==> src/sensor_map.svh <==
// Purpose: Constants for the sensor two-wire port: address, commands,
//          settings layout, conversion and restart times.
// Assumes: 125 MHz system clock.
// Notes:   Times are in microseconds; counts derive from CLK_MHZ.
`ifndef SENSOR_MAP_SVH
`define SENSOR_MAP_SVH
`define DEV_ADDR 7'h40
`define CMD_T_HOLD 8'he3
`define CMD_H_HOLD 8'he5
`define CMD_T_POLL 8'hf3
`define CMD_H_POLL 8'hf5
`define CMD_SET_WR 8'he6
`define CMD_SET_RD 8'he7
`define CMD_SRESET 8'hfe
`define SET_RESET 8'h02
`define SET_WMASK 8'hbf
`define SET_KEEP 8'h44
`define BIT_RES_HI 7
`define BIT_LOWV 6
`define BIT_HEATER 2
`define BIT_NORELOAD 1
`define BIT_RES_LO 0
`define CRC_POLY 8'h31
`define CRC_INIT 8'h00
`define CLK_MHZ 125
`define SRST_US 15000
`define T14_US 50000
`define T13_US 25000
`define T12_US 13000
`define T11_US 7000
`define H12_US 16000
`define H11_US 8000
`define H10_US 5000
`define H8_US 3000
`endif

==> src/sensor_pkg.sv <==
// Purpose: Types shared by the sensor two-wire port.
// Assumes: Nothing beyond the map header.
// Notes:   Enums carry no explicit codes.
package sensor_pkg;
  typedef enum logic [2:0] {
    S_IDLE, S_RX, S_ACK, S_TX, S_TXACK, S_TXLD, S_HOLD
  } state_t;
  typedef enum logic [1:0] {R_HDR, R_CMD, R_DATA} role_t;
  typedef enum logic [1:0] {P_NONE, P_MEAS, P_REG} pend_t;
endpackage

==> src/result_crc.sv <==
// Purpose: Checksum over the two result bytes, MSB first.
// Assumes: Purely combinational, one word per call.
// Notes:   Initial value zero, no final inversion.
`timescale 1ns/1ns
`include "sensor_map.svh"
module result_crc #(
  parameter int W = 16
) (
  input wire logic [W-1:0] data,
  output logic [7:0] crc
);
  always_comb begin
    logic [7:0] c;
    logic fb;
    c = `CRC_INIT;
    fb = 1'b0;
    for (int i = W - 1; i >= 0; i--) begin
      fb = c[7] ^ data[i];
      c = {c[6:0], 1'b0};
      if (fb) begin
        c = c ^ `CRC_POLY;
      end
    end
    crc = c;
  end
endmodule

==> src/sensor_port.sv <==
// Purpose: Two-wire target port of a humidity and temperature sensor:
//          measurement commands, settings register, soft restart.
// Assumes: SCL and SDA are sampled synchronously to CLK; open-drain pins
//          are driven low when the _OE_N output is low.
// Notes:   Conversion results come from the sample inputs at completion.
`timescale 1ns/1ns
`include "sensor_map.svh"
// Notes on behaviour
// - Polled read header during conversion is left unacknowledged.
// - Host not-acknowledge after second result byte suppresses the checksum.
// - Repeated start between command write and read header is accepted.
// - Soft restart reloads default settings and completes within 15 ms.
// - Soft restart is address write, command 0xfe, stop; both acknowledged.
// - Settings bit 6 reads 1 if supply was below 2.25 V when the last measurement completed.
// - Supply-low bit refreshes once after each completed measurement.
// - Writing 1 to the heater bit switches the on-chip heater on.
// - With reload enabled, each measurement command reloads defaults but heater and supply-low bits.
// - Settings bits 7 and 0 select measurement resolution.
// - Settings read via 0xe7 and read header; write via 0xe6 and data.
// - Results are two bytes MSB first, host acknowledges, then checksum.
// - Low byte bit 1 shows humidity (1) or temperature (0); bit 0 zero.
// - Clock-holding commands stretch SCL low until the result is ready.
module sensor_port #(
  parameter int unsigned TIME_DIV = 1,
  parameter logic [23:0] SRST_CYCLES = 24'(`SRST_US * `CLK_MHZ)
) (
  input wire logic CLK,
  input wire logic RESET,
  input wire logic SCL_I,
  output logic SCL_O,
  output logic SCL_OE_N,
  input wire logic SDA_I,
  output logic SDA_O,
  output logic SDA_OE_N,
  input wire logic [13:0] TEMP_SAMPLE,
  input wire logic [13:0] HUM_SAMPLE,
  input wire logic SUPPLY_LOW,
  output logic HEATER_ON,
  output logic CONVERTING
);
  import sensor_pkg::*;

  state_t st_q, st_d;
  role_t role_q, role_d;
  pend_t pend_q, pend_d;
  logic [7:0] sh_q, sh_d, set_q, set_d, txb, crc;
  logic [3:0] bitc_q, bitc_d;
  logic [1:0] nb_q, nb_d, tx_sel, last_nb;
  logic [23:0] cnt_q, cnt_d;
  logic [15:0] res_q, res_d;
  logic scl_q, sda_q, sda_rel_q, sda_rel_d, rd_q, rd_d, more_q, more_d;
  logic hold_q, hold_d, hum_q, hum_d, busy_q, busy_d;
  logic srst_q, srst_d, srst_busy_q, srst_busy_d;
  logic scl_rise, scl_fall, start_c, stop_c, meas_done, srst_go, wr_commit;

  // Longest conversion time for the chosen type and resolution
  function automatic logic [23:0] conv_cycles(input logic [1:0] res,
                                              input logic hum);
    int unsigned us;
    us = 0;
    case ({hum, res})
      3'b000: us = `T14_US;
      3'b001: us = `T12_US;
      3'b010: us = `T13_US;
      3'b011: us = `T11_US;
      3'b100: us = `H12_US;
      3'b101: us = `H8_US;
      3'b110: us = `H10_US;
      default: us = `H11_US;
    endcase
    return 24'(us * `CLK_MHZ / TIME_DIV);
  endfunction

  assign scl_rise = SCL_I & ~scl_q;
  assign scl_fall = ~SCL_I & scl_q;
  assign start_c = scl_q & SCL_I & sda_q & ~SDA_I;
  assign stop_c = scl_q & SCL_I & ~sda_q & SDA_I;
  assign meas_done = busy_q && cnt_q == 24'h1 && !srst_busy_q;
  assign srst_go = stop_c && srst_q;
  assign wr_commit = st_q == S_RX && role_q == R_DATA && bitc_q == 4'h8
                     && scl_fall && !start_c && !stop_c;

  assign SCL_O = 1'b0;
  assign SCL_OE_N = ~(st_q == S_HOLD);
  assign SDA_O = 1'b0;
  assign SDA_OE_N = sda_rel_q;
  assign HEATER_ON = set_q[`BIT_HEATER];
  assign CONVERTING = busy_q;

  result_crc #(.W(16)) u_crc (
    .data(res_q),
    .crc(crc)
  );

  // Byte to send: first result or settings byte, second byte, checksum
  assign tx_sel = (st_q == S_TXLD) ? nb_q : 2'h0;
  assign last_nb = (pend_q == P_REG) ? 2'h0 : 2'h2;
  always_comb begin
    case (tx_sel)
      2'h0: txb = (pend_q == P_REG) ? set_q : res_q[15:8];
      2'h1: txb = res_q[7:0];
      default: txb = crc;
    endcase
  end

  always_comb begin
    logic ok;
    logic more;
    ok = 1'b0;
    more = 1'b0;
    st_d = st_q;
    role_d = role_q;
    pend_d = pend_q;
    sh_d = sh_q;
    set_d = set_q;
    bitc_d = bitc_q;
    nb_d = nb_q;
    cnt_d = cnt_q;
    res_d = res_q;
    sda_rel_d = sda_rel_q;
    rd_d = rd_q;
    more_d = more_q;
    hold_d = hold_q;
    hum_d = hum_q;
    busy_d = busy_q;
    srst_d = srst_q;
    srst_busy_d = srst_busy_q;
    if (busy_q) begin
      cnt_d = cnt_q - 24'h1;
      if (cnt_q == 24'h1) begin
        busy_d = 1'b0;
        srst_busy_d = 1'b0;
        if (!srst_busy_q) begin
          res_d = {hum_q ? HUM_SAMPLE : TEMP_SAMPLE, hum_q, 1'b0};
          set_d[`BIT_LOWV] = SUPPLY_LOW;
        end
      end
    end
    if (start_c) begin
      st_d = S_RX;
      role_d = R_HDR;
      bitc_d = 4'h0;
      sda_rel_d = 1'b1;
    end else if (stop_c) begin
      st_d = S_IDLE;
      sda_rel_d = 1'b1;
      if (srst_q) begin
        srst_d = 1'b0;
        set_d = `SET_RESET;
        pend_d = P_NONE;
        busy_d = 1'b1;
        srst_busy_d = 1'b1;
        cnt_d = SRST_CYCLES;
      end
    end else begin
      case (st_q)
        S_RX: begin
          if (scl_rise && bitc_q != 4'h8) begin
            sh_d = {sh_q[6:0], SDA_I};
            bitc_d = bitc_q + 4'h1;
          end
          if (scl_fall && bitc_q == 4'h8) begin
            case (role_q)
              R_HDR: begin
                rd_d = sh_q[0];
                more = ~sh_q[0];
                role_d = R_CMD;
                ok = sh_q[7:1] == `DEV_ADDR && !srst_busy_q
                     && (!sh_q[0] || pend_q == P_REG
                     || (pend_q == P_MEAS && (!busy_q || hold_q)));
              end
              R_CMD: begin
                ok = 1'b1;
                case (sh_q)
                  `CMD_T_HOLD, `CMD_H_HOLD, `CMD_T_POLL, `CMD_H_POLL: begin
                    pend_d = P_MEAS;
                    hold_d = sh_q == `CMD_T_HOLD || sh_q == `CMD_H_HOLD;
                    hum_d = sh_q == `CMD_H_HOLD || sh_q == `CMD_H_POLL;
                    if (!set_q[`BIT_NORELOAD]) begin
                      set_d = (`SET_RESET & ~`SET_KEEP)
                              | (set_d & `SET_KEEP);
                    end
                    busy_d = 1'b1;
                    srst_busy_d = 1'b0;
                    cnt_d = conv_cycles({set_d[`BIT_RES_HI],
                                         set_d[`BIT_RES_LO]}, hum_d);
                  end
                  `CMD_SET_RD: pend_d = P_REG;
                  `CMD_SET_WR: begin
                    more = 1'b1;
                    role_d = R_DATA;
                  end
                  `CMD_SRESET: srst_d = 1'b1;
                  default: ok = 1'b0;
                endcase
              end
              default: begin
                ok = 1'b1;
                set_d = (sh_q & `SET_WMASK) | (set_d & ~`SET_WMASK);
              end
            endcase
            more_d = more;
            sda_rel_d = ~ok;
            st_d = ok ? S_ACK : S_IDLE;
          end
        end
        S_ACK: begin
          if (scl_fall) begin
            sda_rel_d = 1'b1;
            bitc_d = 4'h0;
            nb_d = 2'h0;
            if (!rd_q) begin
              st_d = more_q ? S_RX : S_IDLE;
            end else if (pend_q == P_MEAS && busy_q) begin
              st_d = S_HOLD;
            end else begin
              sh_d = txb;
              sda_rel_d = txb[7];
              st_d = S_TX;
            end
          end
        end
        S_HOLD: begin
          if (!busy_q) begin
            sh_d = txb;
            sda_rel_d = txb[7];
            bitc_d = 4'h0;
            st_d = S_TX;
          end
        end
        S_TX: begin
          if (scl_fall) begin
            bitc_d = bitc_q + 4'h1;
            if (bitc_q == 4'h7) begin
              sda_rel_d = 1'b1;
              st_d = S_TXACK;
            end else begin
              sh_d = {sh_q[6:0], 1'b0};
              sda_rel_d = sh_q[6];
            end
          end
        end
        S_TXACK: begin
          if (scl_rise) begin
            if (!SDA_I && nb_q != last_nb) begin
              nb_d = nb_q + 2'h1;
              st_d = S_TXLD;
            end else begin
              st_d = S_IDLE;
            end
          end
        end
        S_TXLD: begin
          if (scl_fall) begin
            sh_d = txb;
            sda_rel_d = txb[7];
            bitc_d = 4'h0;
            st_d = S_TX;
          end
        end
        default: st_d = S_IDLE;
      endcase
    end
  end

  always_ff @(posedge CLK or posedge RESET) begin
    if (RESET) begin
      st_q <= S_IDLE;
      role_q <= R_HDR;
      pend_q <= P_NONE;
      sh_q <= 8'h00;
      set_q <= `SET_RESET;
      bitc_q <= 4'h0;
      nb_q <= 2'h0;
      cnt_q <= 24'h000000;
      res_q <= 16'h0000;
      scl_q <= 1'b1;
      sda_q <= 1'b1;
      sda_rel_q <= 1'b1;
      rd_q <= 1'b0;
      more_q <= 1'b0;
      hold_q <= 1'b0;
      hum_q <= 1'b0;
      busy_q <= 1'b0;
      srst_q <= 1'b0;
      srst_busy_q <= 1'b0;
    end else begin
      st_q <= st_d;
      role_q <= role_d;
      pend_q <= pend_d;
      sh_q <= sh_d;
      set_q <= set_d;
      bitc_q <= bitc_d;
      nb_q <= nb_d;
      cnt_q <= cnt_d;
      res_q <= res_d;
      scl_q <= SCL_I;
      sda_q <= SDA_I;
      sda_rel_q <= sda_rel_d;
      rd_q <= rd_d;
      more_q <= more_d;
      hold_q <= hold_d;
      hum_q <= hum_d;
      busy_q <= busy_d;
      srst_q <= srst_d;
      srst_busy_q <= srst_busy_d;
    end
  end
endmodule
==> config.mk <==
export PLATFORM = sky130hd
export DESIGN_NAME = sensor_port
export DESIGN_NICKNAME = d
export VERILOG_FILES = /design/src/sensor_pkg.sv /design/src/result_crc.sv /design/src/sensor_port.sv
export VERILOG_INCLUDE_DIRS = /design/src
export SDC_FILE = /design/constraint.sdc
export NUM_CORES = 1
export LEC_CHECK = 0
export CAP_MARGIN = 20
export CORE_MARGIN = 2
export CORE_UTILIZATION = 55
export DETAILED_ROUTE_END_ITERATION = 8
export DONT_BUFFER_PORTS = 1
export HOLD_SLACK_MARGIN = 0.02
export PLACE_DENSITY = 0.7
export SLEW_MARGIN = 20
export SYNTH_ARGS = -nofsm -noshare
export SYNTH_HDL_FRONTEND = slang
export SYNTH_SLANG_ARGS = --single-unit
export TNS_END_PERCENT = 5
==> constraint.sdc <==
create_clock -name CLK -period 7.05 [get_ports CLK]
set_clock_uncertainty 0.05 [all_clocks]
set_input_delay 1.7625 -clock CLK [delete_from_list [all_inputs] [get_ports CLK]]
set_output_delay 1.7625 -clock CLK [all_outputs]
set_load 0.05 [all_outputs]
==> summary.md, run 1 <==
| Metric | Value |
|---|---|
| Metal-1 WL | 7320 um |
| Share of cells above drive strength 1 | 5.13% |
| Critical Path Sink Type | flip-flop |
| Worst-path clk slew | 0.06 ns |
| Layout area overhead | 6.02% |
| Commonest non-fill, non-tap cells in the layout | nand2_1, dfrtp_1, nor2_1 |
| Worst setup SP type | flip-flop |
| Final Setup Violations | 0 |
| Final core utilization | 60.3% |
| Tcrit/Tclk final | 92.3% |
| Status | completed |
| Die W | 116 um |
| Num ports | 39 |
| Synth area leaders | dfrtp_1, ha_1, xnor2_1, fa_1, nand2_1 |
| Largest net degree at the start of global routing | 79 |
| Max_slew headroom | 28.9% |
| Die area | 13500 sq um |
| Avg WL per Cell | 17.9 um |
| TritonRoute pass-1 iters | 6 |
| Number of nets with antenna violations after routing | 0 |
| Ys flop type | dfrtp_1 |
| Total power | 1.20 mW |
| Initial DRC Count | 438 |
| Synth Instances | 813 |
| Die height | 116 um |
| CP Max Fanout | 10 |
| Max Fclk | 0.154 GHz |
| Top cell type's share of synthesized area | 26.7% |
| Post-detail-place hpwl | 13300 um |
| Post-Route Setup TNS | 0 ns |
| Pwr per Cell Area | 164 nW/um^2 |
| DR top layer | met4 |
| Initial antenna violation count | 0 |
| Clk buf depth | 2 |
| Final routed DRC violation total | 0 |
| WL met2 | 8750 um |
| Worst reg2reg path depth | 23 |
| Seq/Total Area, Yosys | 28.3% |
| Post-synthesis cell area | 6920 sq um |
| Core ar. | 12200 sq um |
| Tightest Hold Check Type | reg2reg |
| Via count | 5824 |
| Maxcap violations | 0 |
| Clock latency at the later pin of the worst-skew pair | 0.35 ns |
| Tmin final | 6.51 ns |
| NumNets Final | 902 |
| Final Hold Fails | 0 |
| Crit Reg-Reg Endpoint | cnt_q[23] |
| R2R Path Start | set_q[0] |
| Commonest non-fill, non-tap cell in the layout | nand2_1 |
| #FFs+latches synth | 78 |
| Hold Path Stages | 2 |
| Hold-fix buffers at CTS | 0 |
| Worst-margin pin slew | 1.06 ns |
| Number of port buffers | 0 |
| Worst Hold End | hold_q |
| CTS buffer count | 9 |
| CTS tree | built |
| Crit path DAT | 6.67 ns |
| First-pass GRT wire length | 28200 um |
| Post-CTS Repair Setup Buffers | 0 |
| Crit path kind | reg2reg |
| Max Transition Viols Final | 0 |
| GP Congestion | 0.913 |
| Asr flop ratio synth | 100% |
| Clock tree sinks | 78 |
| CTS Root Cell | clkbuf_16 |
| Min Hold Slack | 0.432 ns |
| Avg Cell Area, Syn | 8.52 sq um |
| Post-CTS sizing | 0 |
| Post-route cell area | 7340 sq um |
| Routed length on met3 | 620 um |
| # diodes | 0 |
| Yosys cell types | 66 |
| Number of global-route vias before repair | 5729 |
| WL final | 17300 um |
| WP data required | 7.21 ns |
| H-tree levels | 3 |
| Starting Density | 56.9% |
| Leak | 3.08 nW |
| Fillers | 1132 |
| Row cnt | 40 |
| RSZ-0062 raised after global routing | false |
| FF-to-FF setup slack | 0.54 ns |
| Grt ovf | 0 |
| Number of synthesized flops with an enable pin | 0 |
| Syn. warnings | 0 |
| Min-Delay Startpoint | hold_q |
| DP Area | 7000 sq um |
| Overall routing resource usage | 27.0% |
| Routed vias/inst | 6.02 |
| Dominant cell type by area after synthesis | dfrtp_1 |
| Max rail drop VDD | 189 uV |
-- routing by layer --
metal | vias to the layer above | GRT usage, %
met5 | - | 0
li1 | 2802 | -
met2 | 155 | 47.0
met4 | 0 | 10.8
met3 | 46 | 5.60
met1 | 2821 | 32.8
-- synth_stat cells, types with 14 or more instances --
master,instances
o21ai_1,35
fa_1,18
ha_1,57
mux2i_1,20
xnor2_1,52
xor2_1,32
nand3_1,17
o21ai_0,25
nand2_1,91
dfrtp_1,74
nor3_1,14
clkbuf_1,21
nor2_1,72
inv_1,45
a21oi_1,44
o22ai_1,17
-- worst max-delay path by stage --
stage                     startpoint   endpoint  slack [ns]  cells past startpoint
after floorplan             set_q[0]  cnt_q[23]        1.33                     23
after global placement      set_q[0]  cnt_q[23]        0.91                     23
after detailed placement    set_q[0]  cnt_q[23]        0.60                     23
after CTS                   set_q[0]  cnt_q[23]        0.59                     23
after global routing        set_q[0]  cnt_q[23]        0.14                     23
final                       set_q[0]  cnt_q[23]        0.54                     23
-- metrics by stage --
step | cells | setup WS [ns]
2_1_floorplan | 814 | 1.33
3_3_place_gp | 950 | 0.911
3_5_place_dp | 950 | 0.602
4_1_cts | 966 | 0.588
5_1_grt | 967 | 0.144
6_report | 967 | 0.545
-- where the power goes --
part / leakage [nW] / total (mW) / internal [mW] / switching (mW)
Clock: 0.153 / 0.492 / 0.304 / 0.188
Combinational: 2.05 / 0.148 / 0.0658 / 0.0821
Sequential: 0.869 / 0.564 / 0.488 / 0.0761
-- cell type report --
| type | instances | area, sq um | area share, % |
|---|---|---|---|
| clock buffer | 14 | 274 | 3.73 |
| clock inverter | 2 | 38.8 | 0.528 |
| inverter | 48 | 181 | 2.47 |
| multi-input combinational | 654 | 4640 | 63.2 |
| sequential | 78 | 1960 | 26.7 |
| tap | 168 | 210 | 2.86 |
| timing repair buffer | 3 | 42.5 | 0.580 |
-- registers in the layout, indices dropped and copies added (netlist names), 2 cells and up --
signal and cells:
bitc_q 4, cnt_q 24, nb_q 2, pend_q 2, res_q 15, role_q 2
set_q 8, sh_q 8, st_q 3
-- logic make-up (layout without fill, tap and decap cells) --
| family | count (synthesis) | in the layout | share of synthesized area [%] |
|---|---|---|---|
| XOR/XNOR | 84 | 84 | 10.6 |
| adder cells (fa/ha/maj) | 76 | 76 | 15.7 |
| AO/OA/AOI/OAI | 199 | 199 | 18.1 |
| buffers and inverters | 82 | 67 | 4.86 |
| flip-flops | 78 | 78 | 28.3 |
| other | 1 | 2 | 0.0542 |
| multiplexers | 28 | 28 | 4.25 |
| AND/OR/NAND/NOR | 265 | 265 | 18.2 |
-- critical path, stage by stage (launching register included) --
cell and delay [ns]:
dfrtp_1 0.44, nand2_1 0.30, clkinv_1 0.35, ha_1 0.34
nor2_1 0.32, nand3_1 0.13, a21oi_1 0.37, inv_1 0.21
ha_1 0.32, inv_1 0.05, fa_1 0.56, fa_1 0.45
fa_1 0.54, inv_1 0.06, ha_1 0.35, a21oi_1 0.24
o211ai_1 0.15, nand2_1 0.09, mux2i_1 0.11, o31ai_2 0.24
nand3_1 0.14, a311oi_2 0.28, xor2_1 0.17, o22ai_1 0.10
Note: power is estimated with default switching activity, not from simulation.
==> inputs of run 2 (changes only) <==
Settings changed: SKIP_LAST_GASP set to 1.
Clock period 7.05 ns to 6.38 ns, I/O delays scaled along.
==> run 2 against run 1 <==
Sequential share of layout area barely moved. Hold slack lost 0.0090 ns. Clock power up 1%. First-iteration DRC count grew 2.7%. Utilization up 0.082 points. Non-clock buffer count rose by 6.
==> summary.md, run 2 (synthesis gave the netlist of run 1 again) <==
| Metric | Value |
|---|---|
| Final Hold Fails | 0 |
| GP Congestion | 0.960 |
| Clk buf depth | 2 |
| Min-Delay Startpoint | hold_q |
| Clock latency at the later pin of the worst-skew pair | 0.35 ns |
| Largest net degree at the start of global routing | 79 |
| Initial DRC Count | 450 |
| Avg WL per Cell | 17.5 um |
| TritonRoute pass-1 iters | 5 |
| CTS buffer count | 9 |
| Leak | 3.08 nW |
| Max_slew headroom | 24.0% |
| Via count | 5827 |
| Status | completed |
| Max stage delay on crit path | 0.61 ns |
| Post-detail-place hpwl | 13100 um |
| Die W | 116 um |
| Worst slack, placed | 0.235 ns |
| Worst Hold End | hold_q |
| CTS tree | built |
| Largest register FFs | 24 |
| Num ports | 39 |
| Final Setup Violations | 0 |
| Routed vias/inst | 5.99 |
| Max Transition Viols Final | 0 |
| Tmin final | 6.01 ns |
| Post-CTS Repair Setup Buffers | 0 |
| CP max-delay cell | dfstp_2 |
| Number of port buffers | 0 |
| CTS Root Cell | clkbuf_16 |
| Top flop regs | cnt_q x24, res_q x15 |
| Hold Path Stages | 2 |
| Register name with the most flops | cnt_q |
| NumNets Final | 908 |
| Layout area overhead | 6.16% |
| Number of nets with antenna violations after routing | 0 |
| Pwr per Cell Area | 176 nW/um^2 |
| Worst reg2reg path depth | 20 |
| Maxcap violations | 0 |
| Starting Density | 56.9% |
| Clock tree sinks | 78 |
| CP Max Fanout | 13 |
| Crit path DAT | 6.17 ns |
| Tcrit/Tclk final | 94.1% |
| Total power | 1.29 mW |
| Core ar. | 12200 sq um |
| First-pass GRT wire length | 28200 um |
| Initial antenna violation count | 0 |
| Commonest non-fill, non-tap cells in the layout | nand2_1, dfrtp_1, nor2_1 |
| Crit Reg-Reg Endpoint | cnt_q[23] |
| Cell mode on critical path | fa_1 |
| Final worst slack | 0.375 ns |
| Number of global-route vias before repair | 5785 |
| R2R Path Start | set_q[1] |
| Max Fclk | 0.167 GHz |
| Worst-path clk slew | 0.07 ns |
| FF-to-FF setup slack | 0.37 ns |
| Delay-heaviest family, CP | adder cells |
| Buffers & Inverters on Critical Path | 2 |
| H-tree levels | 3 |
| Worst setup SP type | flip-flop |
| Final routed DRC violation total | 0 |
| Die height | 116 um |
| Tightest Hold Check Type | reg2reg |
| Worst-margin pin slew | 1.14 ns |
| Die area | 13500 sq um |
| Critical Path, Cell by Cell | nand2_2, inv_2, ha_1, nor2_1, and2_1, fa_1, fa_1, fa_1, fa_1, inv_1, ha_1, a21oi_1, o211ai_1, nand2_1, mux2i_1, o31ai_2, nand3_1, a311oi_2, xor2_1, o22ai_1 |
| Row cnt | 40 |
| Commonest non-fill, non-tap cell in the layout | nand2_1 |
| WL final | 17000 um |
| DP Area | 7040 sq um |
| Critical Path Sink Type | flip-flop |
| Overall routing resource usage | 26.6% |
| Post-route cell area | 7350 sq um |
| Post-Route Setup TNS | 0 ns |
| Grt ovf | 0 |
| Crit path kind | reg2reg |
| Max rail drop VDD | 178 uV |
| Share of cells above drive strength 1 | 6.46% |
| # diodes | 0 |
| RSZ-0062 raised after global routing | false |
| WP data required | 6.54 ns |
-- run 2: changes by cell type in the layout (fill, tap and decap cells not counted), sizes merged --
cell and delta:
clkinv +1, clkbuf -4, bufinv -1, clkinvlp +3, buf +6, inv +1
-- run 2: layout make-up --
cell class	count	area, sq um
Tap cell	168	210
Timing Repair Buffer	9	71.3
Clock inverter	6	46.3
Clock buffer	10	239
Fill cell	1104	4810
Sequential cell	78	1960
Multi-Input combinational cell	654	4640
Inverter	48	185
-- run 2: worst max-delay path by stage --
stage          depth (start not counted)  slack [ns]      from        end
6_report                              20        0.37  set_q[1]  cnt_q[23]
5_1_grt                               23        0.05  set_q[0]  cnt_q[23]
2_1_floorplan                         23        0.66  set_q[0]  cnt_q[23]
3_3_place_gp                          23        0.42  set_q[0]  cnt_q[23]
4_1_cts                               23        0.21  set_q[0]  cnt_q[23]
3_5_place_dp                          23        0.23  set_q[0]  cnt_q[23]
-- run 2: what timing repair did --
item | CTS | global route
hold buffers | 0 | 0
endpoints found under the setup margin | 0 | 6
resized for setup | 0 | 4
-- run 2: tightest hold or removal path, stage by stage (launching register included) --
cell	delay [ns]
dfrtp_1	0.34
nand2_1	0.05
o31ai_1	0.05
-- run 2: routing by layer --
metal / track usage [%] / vias to the layer above / part of all wire [%]
li1: - / 2813 / -
met1: 33.3 / 2824 / 43
met2: 45.5 / 150 / 51
met3: 4.00 / 40 / 3.4
met4: 12.3 / 0 / 2.9
met5: 0 / - / 0
-- run 2: metrics by stage --
step           utilization [%]  instances  hold WS, ns
4_1_cts                   60.2        972        0.426
3_3_place_gp              57.9        956        0.410
3_5_place_dp              57.9        956        0.412
2_1_floorplan                -        814        0.393
6_report                  60.4        973        0.423
5_1_grt                   60.4        973        0.464
-- run 2: power by group --
part / internal, mW / total [mW] / switching, mW
sequential: 0.539 / 0.615 / 0.0758
clock: 0.276 / 0.498 / 0.222
combinational: 0.0771 / 0.179 / 0.101
total: 0.892 / 1.29 / 0.399
